===== config.mk =====
export PLATFORM = sky130hd
export DESIGN_NAME = cfe_engine
export DESIGN_NICKNAME = d
export VERILOG_FILES = /design/src/design/cfe_pkg.sv /design/src/design/cfe_engine.sv
export SDC_FILE = /design/constraint.sdc
export NUM_CORES = 2
export LEC_CHECK = 0
export ABC_AREA = 1
export BUFFER_PORTS_ARGS = -buffer_cell sky130_fd_sc_hd__buf_2
export CAP_MARGIN = 5
export CELL_PAD_IN_SITES_DETAIL_PLACEMENT = 0
export CELL_PAD_IN_SITES_GLOBAL_PLACEMENT = 2
export CORE_MARGIN = 1
export CORE_UTILIZATION = 42
export CTS_BUF_LIST = sky130_fd_sc_hd__clkbuf_4
export DETAILED_ROUTE_END_ITERATION = 7
export PLACE_DENSITY_LB_ADDON = 0.1
export SLEW_MARGIN = 10
export SYNTH_ARGS = -nofsm -noshare
export SYNTH_HDL_FRONTEND = slang
export SYNTH_SLANG_ARGS = --single-unit

===== constraint.sdc =====
create_clock -name ref_clk -period 8.5 [get_ports ref_clk]
set_clock_uncertainty 0.15 [all_clocks]
set_input_delay 0.425 -clock ref_clk [delete_from_list [all_inputs] [get_ports ref_clk]]
set_output_delay 0.425 -clock ref_clk [all_outputs]
set_load 0.02 [all_outputs]

===== src/design/cfe_pkg.sv =====
/*
  Shared constants for the CSI-2 forwarding engine: register offsets and
  field positions, reset values, packet and mode encodings, buffer sizes
  and the sync window.
  Assumes a 100 MHz ref_clk and an 8-bit register port.
*/
package cfe_pkg;
  // Register map
  localparam logic [7:0] MAP_OFF       = 8'h20;
  localparam logic [7:0] MODE_OFF      = 8'h21;
  localparam logic [7:0] STAT_OFF      = 8'h35;
  localparam logic [7:0] MAP_RST       = 8'h00;
  localparam logic [7:0] MODE_RST      = 8'h03;
  localparam int         MAP_DIS_LSB   = 0;
  localparam int         MAP_SEL_LSB   = 4;
  localparam int         MODE_RR_LSB   = 0;
  localparam int         MODE_SYNC_LSB = 2;
  localparam int         STAT_PASS_BIT = 0;
  localparam int         STAT_SYNC_BIT = 1;
  localparam int         STAT_LOST_BIT = 2;

  // Sync window: about one line time
  localparam int          CLK_PERIOD_NS = 10;
  localparam int          WIN_NS        = 30000;
  localparam int          WIN_CYC       = WIN_NS / CLK_PERIOD_NS;
  localparam logic [11:0] WIN_CNT       = 12'(WIN_CYC);

  // Data path
  localparam int DATA_W     = 32;
  localparam int FIFO_W     = 33;
  localparam int FIFO_DEPTH = 32;
  localparam int FIFO_AFULL = FIFO_DEPTH - 2;

  typedef enum logic [1:0] {
    PK_FS    = 2'b00,
    PK_FE    = 2'b01,
    PK_LINE  = 2'b10,
    PK_OTHER = 2'b11
  } cfe_pkt_t;

  typedef enum logic [1:0] {
    SM_OFF   = 2'b00,
    SM_BASIC = 2'b01,
    SM_ILV   = 2'b10,
    SM_CAT   = 2'b11
  } cfe_smode_t;

  typedef enum logic [1:0] {
    ST_SEL  = 2'b00,
    ST_XFER = 2'b01,
    ST_DROP = 2'b10
  } cfe_fsm_t;
endpackage


===== src/design/cfe_engine.sv =====
/*
  CSI-2 forwarding engine for one transmitter: pulls whole packets from
  four per-port line buffers, round-robin or synchronized, through a
  32-word FIFO to the transmitter, with its control and status registers.
  Assumes buffers and transmitter share ref_clk and that the buffer
  depth is a power of two.
*/
`timescale 1ns/10ps
`default_nettype none

module cfe_fifo #(
  parameter int W = 33,
  parameter int D = 32
) (
  // Clock and reset
  input  wire logic         ref_clk,
  input  wire logic         resetn,
  input  wire logic         ce,
  // Fill side
  input  wire logic         in_valid,
  input  wire logic [W-1:0] in_data,
  output logic              in_ready,
  // Drain side
  output logic              out_valid,
  output logic [W-1:0]      out_data,
  input  wire logic         out_ready,
  output logic [$clog2(D):0] count
);
  localparam int AW = $clog2(D);

  typedef struct packed {
    logic [D-1:0][W-1:0] mem;
    logic [AW-1:0]       wp;
    logic [AW-1:0]       rp;
    logic [AW:0]         cnt;
  } cfe_fifo_st_t;

  cfe_fifo_st_t r;
  cfe_fifo_st_t n;
  logic         push;
  logic         pop;

  assign in_ready  = r.cnt != (AW+1)'(D);
  assign out_valid = r.cnt != '0;
  assign out_data  = r.mem[r.rp];
  assign count     = r.cnt;
  assign push      = in_valid && in_ready;
  assign pop       = out_valid && out_ready;

  always_comb
  begin
    n = r;
    if (push)
    begin
      n.mem[r.wp] = in_data;
      n.wp        = r.wp + 1'b1;
    end
    if (pop)
      n.rp = r.rp + 1'b1;
    n.cnt = r.cnt + (AW+1)'(push) - (AW+1)'(pop);
  end

  always_ff @(posedge ref_clk or negedge resetn)
  begin
    if (!resetn)
      r <= '0;
    else if (ce)
      r <= n;
  end
endmodule

module cfe_engine #(
  parameter bit TX_ID = 1'b0
) (
  // Clock and reset
  input  wire logic         ref_clk,
  input  wire logic         resetn,
  input  wire logic         ce,
  // Register port
  input  wire logic [7:0]   reg_addr,
  input  wire logic [7:0]   reg_wdata,
  input  wire logic         reg_wr,
  input  wire logic         reg_rd,
  output logic [7:0]        reg_rdata,
  // Per-port line buffers
  input  wire logic [3:0]   buf_pkt_avail,
  input  wire logic [7:0]   buf_pkt_type,
  input  wire logic [3:0]   buf_valid,
  input  wire logic [127:0] buf_data,
  input  wire logic [3:0]   buf_last,
  output logic [3:0]        buf_ready,
  // Transmitter
  output logic              tx_valid,
  output logic [31:0]       tx_data,
  output logic              tx_last,
  input  wire logic         tx_ready,
  output logic              tx_hs_req,
  // Status
  output logic              sync_status,
  output logic              sync_lost
);
  typedef struct packed {
    cfe_pkg::cfe_fsm_t fsm;
    logic [1:0]        cur;
    logic [1:0]        exp;
    logic              fwd;
    logic              hdr;
    logic [1:0]        rtype;
    logic [11:0]       tmr;
    logic              sync;
    logic              lost;
    logic [1:0]        smode;
    logic              rr;
    logic [3:0]        rdy;
    logic [7:0]        map;
    logic [7:0]        mode;
    logic [7:0]        rdata;
    logic              txv;
    logic [31:0]       txd;
    logic              txl;
    logic              hs;
  } cfe_st_t;

  cfe_st_t         r;
  cfe_st_t         n;
  logic [3:0]      en;
  logic [3:0][1:0] ptype;
  logic [3:0]      fs_head;
  logic            rr_on;
  logic [1:0]      sm;
  logic            sync_on;
  logic [1:0]      first;
  logic            is_last;
  logic            take;
  logic            strip;
  logic            cat_line;
  logic            fifo_wr;
  logic            fifo_in_rdy;
  logic            fifo_ov;
  logic [32:0]     fifo_q;
  logic            fifo_rd;
  logic [5:0]      fifo_cnt;
  logic            fail;

  function automatic logic [1:0] nxt_port(input logic [3:0] m, input logic [1:0] f);
    logic [1:0] p;
    nxt_port = f;
    for (int k = 4; k >= 1; k--)
    begin
      p = f + 2'(k);
      if (m[p])
        nxt_port = p;
    end
  endfunction

  for (genvar i = 0; i < 4; i++)
  begin : g_port
    // A port feeds this engine only when mapped here and not disabled
    assign en[i]      = !r.map[cfe_pkg::MAP_DIS_LSB+i] && (r.map[cfe_pkg::MAP_SEL_LSB+i] == TX_ID);
    assign ptype[i]   = buf_pkt_type[2*i +: 2];
    assign fs_head[i] = buf_pkt_avail[i] && (ptype[i] == cfe_pkg::PK_FS);
  end

  assign rr_on   = r.mode[cfe_pkg::MODE_RR_LSB + int'(TX_ID)];
  assign sm      = r.mode[cfe_pkg::MODE_SYNC_LSB + 2*int'(TX_ID) +: 2];
  assign sync_on = !rr_on && (sm != cfe_pkg::SM_OFF);
  assign first   = nxt_port(en, 2'd3);
  assign is_last = nxt_port(en, r.cur) <= r.cur;
  assign take    = (r.fsm == cfe_pkg::ST_XFER) && buf_valid[r.cur] && r.rdy[r.cur];
  // Only line packets are joined; FS and FE keep their own end word.
  // A miss in mid-line leaves the joined line open until the next FS.
  assign cat_line = sync_on && (sm == cfe_pkg::SM_CAT) && (r.rtype == cfe_pkg::PK_LINE);
  // Concatenation drops later ports' headers; the leading header keeps
  // its own word count, so the receiver sizes the line by position.
  assign strip   = cat_line && r.hdr && (r.cur != first);
  assign fifo_wr = take && r.fwd && !strip;
  assign fifo_rd = !r.txv || tx_ready;

  cfe_fifo #(
    .W (cfe_pkg::FIFO_W),
    .D (cfe_pkg::FIFO_DEPTH)
  ) u_fifo (
    .ref_clk   (ref_clk),
    .resetn    (resetn),
    .ce        (ce),
    .in_valid  (fifo_wr),
    .in_data   ({buf_last[r.cur] && !(cat_line && !is_last), buf_data[32*r.cur +: 32]}),
    .in_ready  (fifo_in_rdy),
    .out_valid (fifo_ov),
    .out_data  (fifo_q),
    .out_ready (fifo_rd),
    .count     (fifo_cnt)
  );

  always_comb
  begin
    n    = r;
    fail = 1'b0;
    if (reg_wr && reg_addr == cfe_pkg::MAP_OFF)
      n.map = reg_wdata;
    if (reg_wr && reg_addr == cfe_pkg::MODE_OFF)
      n.mode = reg_wdata;
    if (reg_rd)
    begin
      n.rdata = 8'h00;
      if (reg_addr == cfe_pkg::MAP_OFF)
        n.rdata = r.map;
      else if (reg_addr == cfe_pkg::MODE_OFF)
        n.rdata = r.mode;
      else if (reg_addr == cfe_pkg::STAT_OFF)
      begin
        n.rdata[cfe_pkg::STAT_PASS_BIT] = r.hs;
        n.rdata[cfe_pkg::STAT_SYNC_BIT] = r.sync && sync_on;
        n.rdata[cfe_pkg::STAT_LOST_BIT] = r.lost;
        n.lost = 1'b0;
      end
    end

    unique case (r.fsm)
      cfe_pkg::ST_SEL:
      begin
        if (r.smode != sm || r.rr != rr_on)
        begin
          // Mode is latched only between packets; cat_line and sync_on follow the register at once
          n.smode = sm;
          n.rr    = rr_on;
          n.sync  = 1'b0;
          n.exp   = first;
          n.fsm   = sync_on ? cfe_pkg::ST_DROP : cfe_pkg::ST_SEL;
        end
        else if (rr_on)
        begin
          if (|(en & buf_pkt_avail))
          begin
            n.cur = nxt_port(en & buf_pkt_avail, r.cur);
            n.fsm = cfe_pkg::ST_XFER;
            n.fwd = 1'b1;
            n.hdr = 1'b1;
          end
        end
        else if (sync_on && en[r.exp])
        begin
          if (buf_pkt_avail[r.exp])
          begin
            if (r.exp != first && ptype[r.exp] != r.rtype)
              fail = 1'b1;
            else
            begin
              n.cur   = r.exp;
              n.fsm   = cfe_pkg::ST_XFER;
              n.hdr   = 1'b1;
              n.rtype = ptype[r.exp];
              // Interleave and concatenation keep only the first port's FS/FE
              n.fwd   = !(sm != cfe_pkg::SM_BASIC && r.exp != first &&
                          (ptype[r.exp] == cfe_pkg::PK_FS || ptype[r.exp] == cfe_pkg::PK_FE));
            end
          end
          else if (r.exp != first)
          begin
            if (r.tmr == cfe_pkg::WIN_CNT)
              fail = 1'b1;
            else
              n.tmr = r.tmr + 12'h001;
          end
        end
        else if (sync_on)
          n.exp = first;
      end
      cfe_pkg::ST_XFER:
      begin
        if (take)
        begin
          n.hdr = 1'b0;
          if (buf_last[r.cur])
          begin
            n.exp = nxt_port(en, r.cur);
            if (r.cur == first)
              n.tmr = 12'h000;
            n.fsm = (sync_on && !r.sync) ? cfe_pkg::ST_DROP : cfe_pkg::ST_SEL;
          end
        end
      end
      cfe_pkg::ST_DROP:
      begin
        if (!sync_on || r.smode != sm)
          n.fsm = cfe_pkg::ST_SEL;
        else if (en != 4'h0 && (en & fs_head) == en)
        begin
          // Every enabled port holds a frame start: retry in step
          n.sync = 1'b1;
          n.fsm  = cfe_pkg::ST_SEL;
          n.exp  = first;
          n.tmr  = 12'h000;
        end
        else if (|(en & buf_pkt_avail & ~fs_head))
        begin
          n.cur = nxt_port(en & buf_pkt_avail & ~fs_head, 2'd3);
          n.fsm = cfe_pkg::ST_XFER;
          n.fwd = 1'b0;
          n.hdr = 1'b1;
        end
      end
      default:
        n.fsm = cfe_pkg::ST_SEL;
    endcase

    if (fail)
    begin
      n.fsm  = cfe_pkg::ST_DROP;
      n.sync = 1'b0;
      n.lost = 1'b1;
    end
    if (!sync_on)
      n.sync = 1'b0;

    // Ready looks at a count one cycle old, so keep two words of slack
    n.rdy = 4'h0;
    if (n.fsm == cfe_pkg::ST_XFER && (!n.fwd || int'(fifo_cnt) < cfe_pkg::FIFO_AFULL))
      n.rdy[n.cur] = 1'b1;

    if (fifo_rd)
    begin
      n.txv = fifo_ov;
      n.txd = fifo_q[31:0];
      n.txl = fifo_q[32];
    end
    n.hs = n.txv || fifo_ov;
  end

  always_ff @(posedge ref_clk or negedge resetn)
  begin
    if (!resetn)
    begin
      r      <= '0;
      r.map  <= cfe_pkg::MAP_RST;
      r.mode <= cfe_pkg::MODE_RST;
      r.rr   <= 1'b1;
    end
    else if (ce)
      r <= n;
  end

  assign reg_rdata   = r.rdata;
  assign buf_ready   = r.rdy;
  assign tx_valid    = r.txv;
  assign tx_data     = r.txd;
  assign tx_last     = r.txl;
  assign tx_hs_req   = r.hs;
  assign sync_status = r.sync;
  assign sync_lost   = r.lost;
endmodule
`default_nettype wire


# Word level (Yosys, flattened, before mapping)
# Cells that the tools add are included.
[totals]
register_bits = 1162
out_inout_bits = 49
elab_cells = 323
in_bits = 170
[classes]
reduce_logical = 79
eq_ne = 45
n_addsub = 8
bitwise_logic = 11
n_mux = 113
shifts = 1
n_lt_le_gt_ge = 12
[ops]
columns = ["cell", "count"]
rows = [
  ["1056-bit bitwise mux", 1],
  ["33-bit binary-select mux with 5-bit select", 1],
  ["33-bit demux with 5-bit select", 1],
  ["128-bit by 8-bit indexed part select with 32-bit output", 1],
  ["12-bit 2-to-1 mux", 6],
  ["2-bit 2-to-1 mux", 33],
  ["33-bit 2-to-1 mux", 2],
  ["4-bit 2-to-1 mux", 9],
  ["12-bit case mux with 3 select lines", 1],
  ["34-bit 2-to-1 mux", 1],
  ["1-bit logical AND", 33],
  ["16-bit 2-to-1 mux", 2],
  ["1-bit 2-to-1 mux", 29],
  ["13-bit 2-to-1 mux", 2],
  ["2-bit != test, second input constant", 13],
  ["8-bit by 6-bit equality test with 1-bit output, second input constant", 3],
  ["1-bit binary-select mux with 2-bit select", 11],
  ["3-bit != test, second input constant", 7],
  ["2-bit by 3-bit less-than comparator with 1-bit output, second input constant", 6],
  ["14-bit 2-to-1 mux", 1],
  ["1-bit logical NOT", 13],
  ["13-bit AND reduction", 1],
  ["12-bit by 1-bit adder with 12-bit output, second input constant", 1],
  ["4-bit bitwise AND", 3],
  ["46 further kinds", 88],
]

# Depth between registers and ports, before layout
[depth]
depth_word = 19
depth_mapped = 19
ltp_nobuf = 19

# Cells and area by module
# From an unflattened synthesis, not the netlist that was laid out.
[hier_totals]
hier_cells = 7712
hier_area_um2 = 58426.0
[modules_own_cells]
columns = ["module", "area_each_um2", "instances", "cells_each"]
rows = [
  ["cfe_fifo", 51833.5, 1, 6842],
  ["cfe_engine", 6592.6, 1, 870],
]

# Least setup slack after synthesis
# Ideal clock, no wire load.
[synth_path]
path_kind = "register to register"
from = "register r[86] (netlist name)"
to = "register u_fifo.r[576] (netlist name)"
synth_period_minus_slack_ns = 3.233
slack_ns = 5.267
arrival_time_ns = 3.001
stages_incl_launch_ff = 18
setup_time_ns = 0.083
path_cell_list = "dfrtp_1 > buf_2 > inv_2 > clkbuf_1 > o21ai_0 > nand2_1 > o21ai_0 > nand2_1 > nand2_1 > xor2_1 > a21oi_1 > ha_1 > inv_1 > o21bai_1 > a31oi_1 > inv_1 > clkbuf_1 > o21ai_0"
[synth_between]
elab_chain_len = 12
word_cells_on_any_way = 33
[synth_lines]
columns = ["item", "line", "source"]
rows = [
  ["from (decl)", "cfe_engine.sv:124", "cfe_st_t r;"],
  ["from (signal assigned)", "cfe_engine.sv:340", "r <= n;"],
  ["2-bit adder", "cfe_engine.sv:150", "p = f + 2'(k);"],
  ["1-bit binary-select mux with 2-bit select", "cfe_engine.sv:151", "if (m[p])"],
  ["1-bit 2-to-1 mux (not written as such)", "cfe_engine.sv:151", ""],
  ["2-bit 2-to-1 mux (3 in series)", "cfe_engine.sv:151", ""],
  ["2-bit less-or-equal comparator", "cfe_engine.sv:168", "assign is_last = nxt_port(en, r.cur) <= r.cur;"],
  ["1-bit logical NOT", "cfe_engine.sv:187", ".in_data ({buf_last[r.cur] && !(cat_line && !is_last), buf_data[32*r.cur +: 32]}),"],
  ["1-bit logical AND", "cfe_engine.sv:187", ""],
  ["1-bit logical NOT", "cfe_engine.sv:187", ""],
  ["1-bit logical AND", "cfe_engine.sv:187", ""],
  ["1056-bit bitwise mux", "cfe_engine.sv:55", "n.mem[r.wp] = in_data;"],
  ["to (signal assigned)", "cfe_engine.sv:68", "r <= n;"],
  ["to (decl)", "cfe_engine.sv:38", "cfe_fifo_st_t r;"],
]
# Several ways; a longest one is shown, not always the timed one. The select of a mux whose other input is x is not followed.
# A chain may end at the register's enable or synchronous reset.

# Final worst setup path
[layout_path]
from = "register r[86] (netlist name)"
to = "register u_fifo.r[117] (netlist name)"
[layout_between]
elab_chain_len = 8
word_cells_on_any_way = 15
[layout_lines]
columns = ["item"]
rows = [
  ["branches (longest 8 deep; another with 1056-bit bitwise mux)"],
]
# Parallel ways; which one is timed is not known. The select of a mux whose other input is x is not followed.

==> summary.txt <==
Status
  • Run status: complete, no violations

Floorplanning
  • Area of the die: roughly 130000 sq um
  • Number of placed I/O pins: 219
  • Floorplan die height: 361.6 um
  • Width of the die: 361.6 um
  • Starting density of the core: 0.4247
  • # rows: approximately 130
  • Core ar.: approximately 130000 sq um

STA
  • Final hold violations: 0
  • Final setup TNS: 0 ns
  • Timing-limited maximum frequency: 184.1 MHz
  • Shortest period the worst path allows: 5.431 ns
  • Total count of max-transition violations in the final report: 0
  • Worst-case headroom to the max-slew limit: 0.1755
  • Final setup fails: 0
  • Post-route clock period utilization: 0.6389
  • RSZ-0062 raised after global routing: no
  • Slew @ Worst Pin: between 1 and 1.5 ns

Global routing
  • Vias in the first global route: between 40000 and 50000
  • Maximum number of pins on one net before global-route repair: about 230
  • First-pass GRT wire length: roughly 290 mm
  • Global route total overflow: 0
  • GRT met1 Usage: 0.4102
  • Initial antenna violation count: 14
  • Global routing usage on met2: 0.4672
  • Global-route total usage across every layer: 0.2962
  • Global-route layer with the greatest usage: met2
  • Global-route track usage on met3: 0.05039

Placed design
  • Routability cong.: roughly 0.83
  • Total cell area at the placement stage: ~56000 sq um
  • DPL Wire Length: 101.4 mm
  • Number of port buffers: approximately 220

Cells and area
  • Sequential standard cell area: 29090 sq um
  • Most frequent cells in the layout: 1446 x o21ai_0, 1342 x nand2_1, 1155 x dfrtp_1
  • End-of-flow core utilization: 0.4857
  • Filler Cell Count: around 13000
  • Share of final-layout standard cells stronger than drive strength 1: 0.1278
  • Most common library cell in the layout ignoring fill and taps: o21ai_0
  • Area Overhead vs Synth: 14.35%
  • Area of the multi-input gates: ~21000 sq um
  • Design Area, Final: slightly above 60000 sq um
  • Final nets: 7036

Critical path
  • R2r endpoint: u_fifo.r[117]
  • Category of the most critical setup path: register to register
  • Worst-case register-to-register setup slack: around 3 ns
  • Startpoint of the most critical setup path: r[86]
  • Arrival time at the worst endpoint: 6.36 ns
  • Data required time of the critical path: 9.43 ns
  • CP endpoint: u_fifo.r[117]
  • Max FO, Critical Path: 46
  • Beginning of the worst register-to-register path: r[86]
  • Element type at the critical path end: register
  • Cell depth of the worst flop-to-flop path: 15
  • Kind of start point of the critical path: register

Min path
  • Worst hold-check path type: input pin to register

Synth
  • Fraction of the mapped netlist area in simple logic gates: 0.1648
  • Synth Cell Area: between 50000 and 60000 sq um
  • Main combinational cell family by area after synthesis: compound AO/OA/AOI/OAI gates
  • Mapped Cells: ~6600
  • XOR/XNOR share of the synthesized area: 0.002903
  • Syn Nets: about 7000
  • Fraction of synthesized area in multiplexers: 0
  • #FFs+latches synth: ~1200
  • Avg Inst Size Synth: about 8.2 sq um
  • Top cells by area, synth: dfrtp_1 53%, o21ai_0 13%, nand2_1 9.4%, nor2_1 4.1%, clkbuf_1 2.9%
  • Cell taking the most area after synthesis: dfrtp_1
  • Post-synthesis share of cell area spent on full adders, half adders and majority gates: 0.005899
  • Compound-Gate Fraction of Synth Area: 0.2160
  • Sequential area share after synthesis: 0.5356
  • Number of distinct library cell variants in the gate-level netlist after synthesis: 41
  • Yosys top cell area share: 0.5341
  • Count of synthesis-stage warnings from yosys: 0

CTS
  • Number of clock sinks: about 1200
  • Number of buffers on the longest clock path: 4
  • Clock latency of the later-clocked register in the worst-skew pair: around 1.3 ns
  • CTS clock-pin slew for the worst setup and hold paths: about 0.07 ns
  • Clock tree from TritonCTS: done
  • CTS H-tree lvls: 5
  • Clock buffer count from CTS: approximately 350
  • CTS resizes: 0
  • Cell at the root of the clock tree: clkbuf_4

Pwr
  • P per Cell Area: 295.9 nW/um^2
  • Seq pwr share: 0.322
  • Max IR drop VDD: between 0.0003 and 0.0004 V
  • Share of total power in the clock network: 0.288
  • Switching share of power: 0.4259
  • Static Leakage: ~0.029 uW
  • Share of total power in combinational logic: 0.390
  • Internal Pwr Total: roughly 11000 uW
  • Power dissipated by switching net loads: slightly below 8000 uW

Flow run
  • Max-capacitance violation count: 0

Detailed routing
  • Routed wire length: about 190 mm
  • First-pass iteration count of the detailed router: 5
  • Wire length per cell after detailed routing: roughly 22 um
  • Vias per Instance: 5.507
  • Violation count after the first detailed-routing iteration: about 4700
  • Remaining DRCs: 0
  • Routed Antenna Nets: 0
  • Vias after detailed routing: between 40000 and 50000
synth_stat cells (all sizes together):
cell and count:
nor4 8, a221oi 8, o21bai 2, o21ai 1498
dfstp 3, clkbuf 426, nand3 163, nand4 77
ha 24, clkinv 3, a22oi 61, o21a 1
a31oi 9, buf 189, o22ai 98, nor4b 1
o2111ai 1, fa 1, nor3 10, xor2 15
dfrtp 1159, and2 24, nand2 1362, o221ai 67
or2 1, o211ai 118, nor2 598, a211o 1
o31ai 2, inv 383, a21oi 301, xnor2 3
power groups by stage:
stage / Combinational, uW / Sequential, uW / Clock [uW]
after floorplan: 4510 / 5860 / 0
after global placement: 6930 / 6010 / 0
after detailed placement: 6890 / 6010 / 0
after CTS: 7170 / 5910 / 5440
after global routing: 7850 / 5930 / 5730
final: 7170 / 5910 / 5290
registers in the layout (all words and copies together) (netlist names):
register,count
buf_ready,4
r,41
reg_rdata,8
sync_lost,1
sync_status,1
tx_data,32
tx_hs_req,1
tx_last,1
tx_valid,1
u_fifo.count,6
u_fifo.r,1066
worst min-delay path by stage:
stage,from,end,slack [ns],cells after the start
after floorplan,resetn,buf_ready[0],-0.02,0
after global placement,u_fifo.r[752],u_fifo.r[752],0.31,2
after detailed placement,reg_rdata[1],reg_rdata[1],0.31,2
after CTS,ce,u_fifo.count[1],0.0002,4
after global routing,buf_data[89],u_fifo.r[503],0.06,5
final,buf_last[1],u_fifo.r[609],0.09,8
layer usage:
layer	vias up	wire length [um]
met1	23310	87250
met5	-	0
met3	386	13110
met2	1679	87360
li1	22730	-
met4	0	5596
critical path, cell delays in order, from the launching register on:
cell	delay [ns]
dfrtp_1	0.76
nand2_1	0.23
inv_2	0.58
nand2_1	0.12
nand4_1	0.15
dlygate4sd3_1	0.60
nand3_1	0.12
nor2_1	0.11
nand2_1	0.11
nor2_4	0.20
inv_2	0.09
nor2_4	0.29
inv_2	0.12
nor2_4	0.65
buf_4	0.79
a21oi_1	0.17
cells by family (layout without fill, tap and decap cells):
family | Yosys count | in the layout
xor gates and xnor gates | 18 | 18
DFF | 1162 | 1162
buffers and inverters | 1001 | 1444
and+or+nand+nor | 2244 | 2244
adders and majority gates | 25 | 25
AOI/OAI and AO/OA | 2167 | 2167
other | 0 | 13
metrics by stage:
step	setup slack (ns)	power [uW]	hold WS [ns]	cells
2_1_floorplan	5.267	10370	-0.02059	6617
3_3_place_gp	3.767	12940	0.3103	7972
3_5_place_dp	3.658	12900	0.3145	7972
4_1_cts	3.079	18520	0.0002222	8722
5_1_grt	2.703	19500	0.06446	8729
6_report	3.069	18370	0.09056	8735
area by class of cell:
class / count / area share
sequential: 1162 / 0.4686
antenna: 13 / 0.0005239
inverter: 386 / 0.02360
clock buffer: 513 / 0.06202
multi-input combinational: 4454 / 0.3463
timing repair buffer: 491 / 0.06049
tap: 1662 / 0.03349
clock inverter: 54 / 0.005058
timing repair:
item / 4_1_cts / 5_1_grt
setup buffers: 0 / 0
hold buffers: 183 / 0
hold endpoints to repair: 2033 / 0
Power figures use the tool's default switching activity.
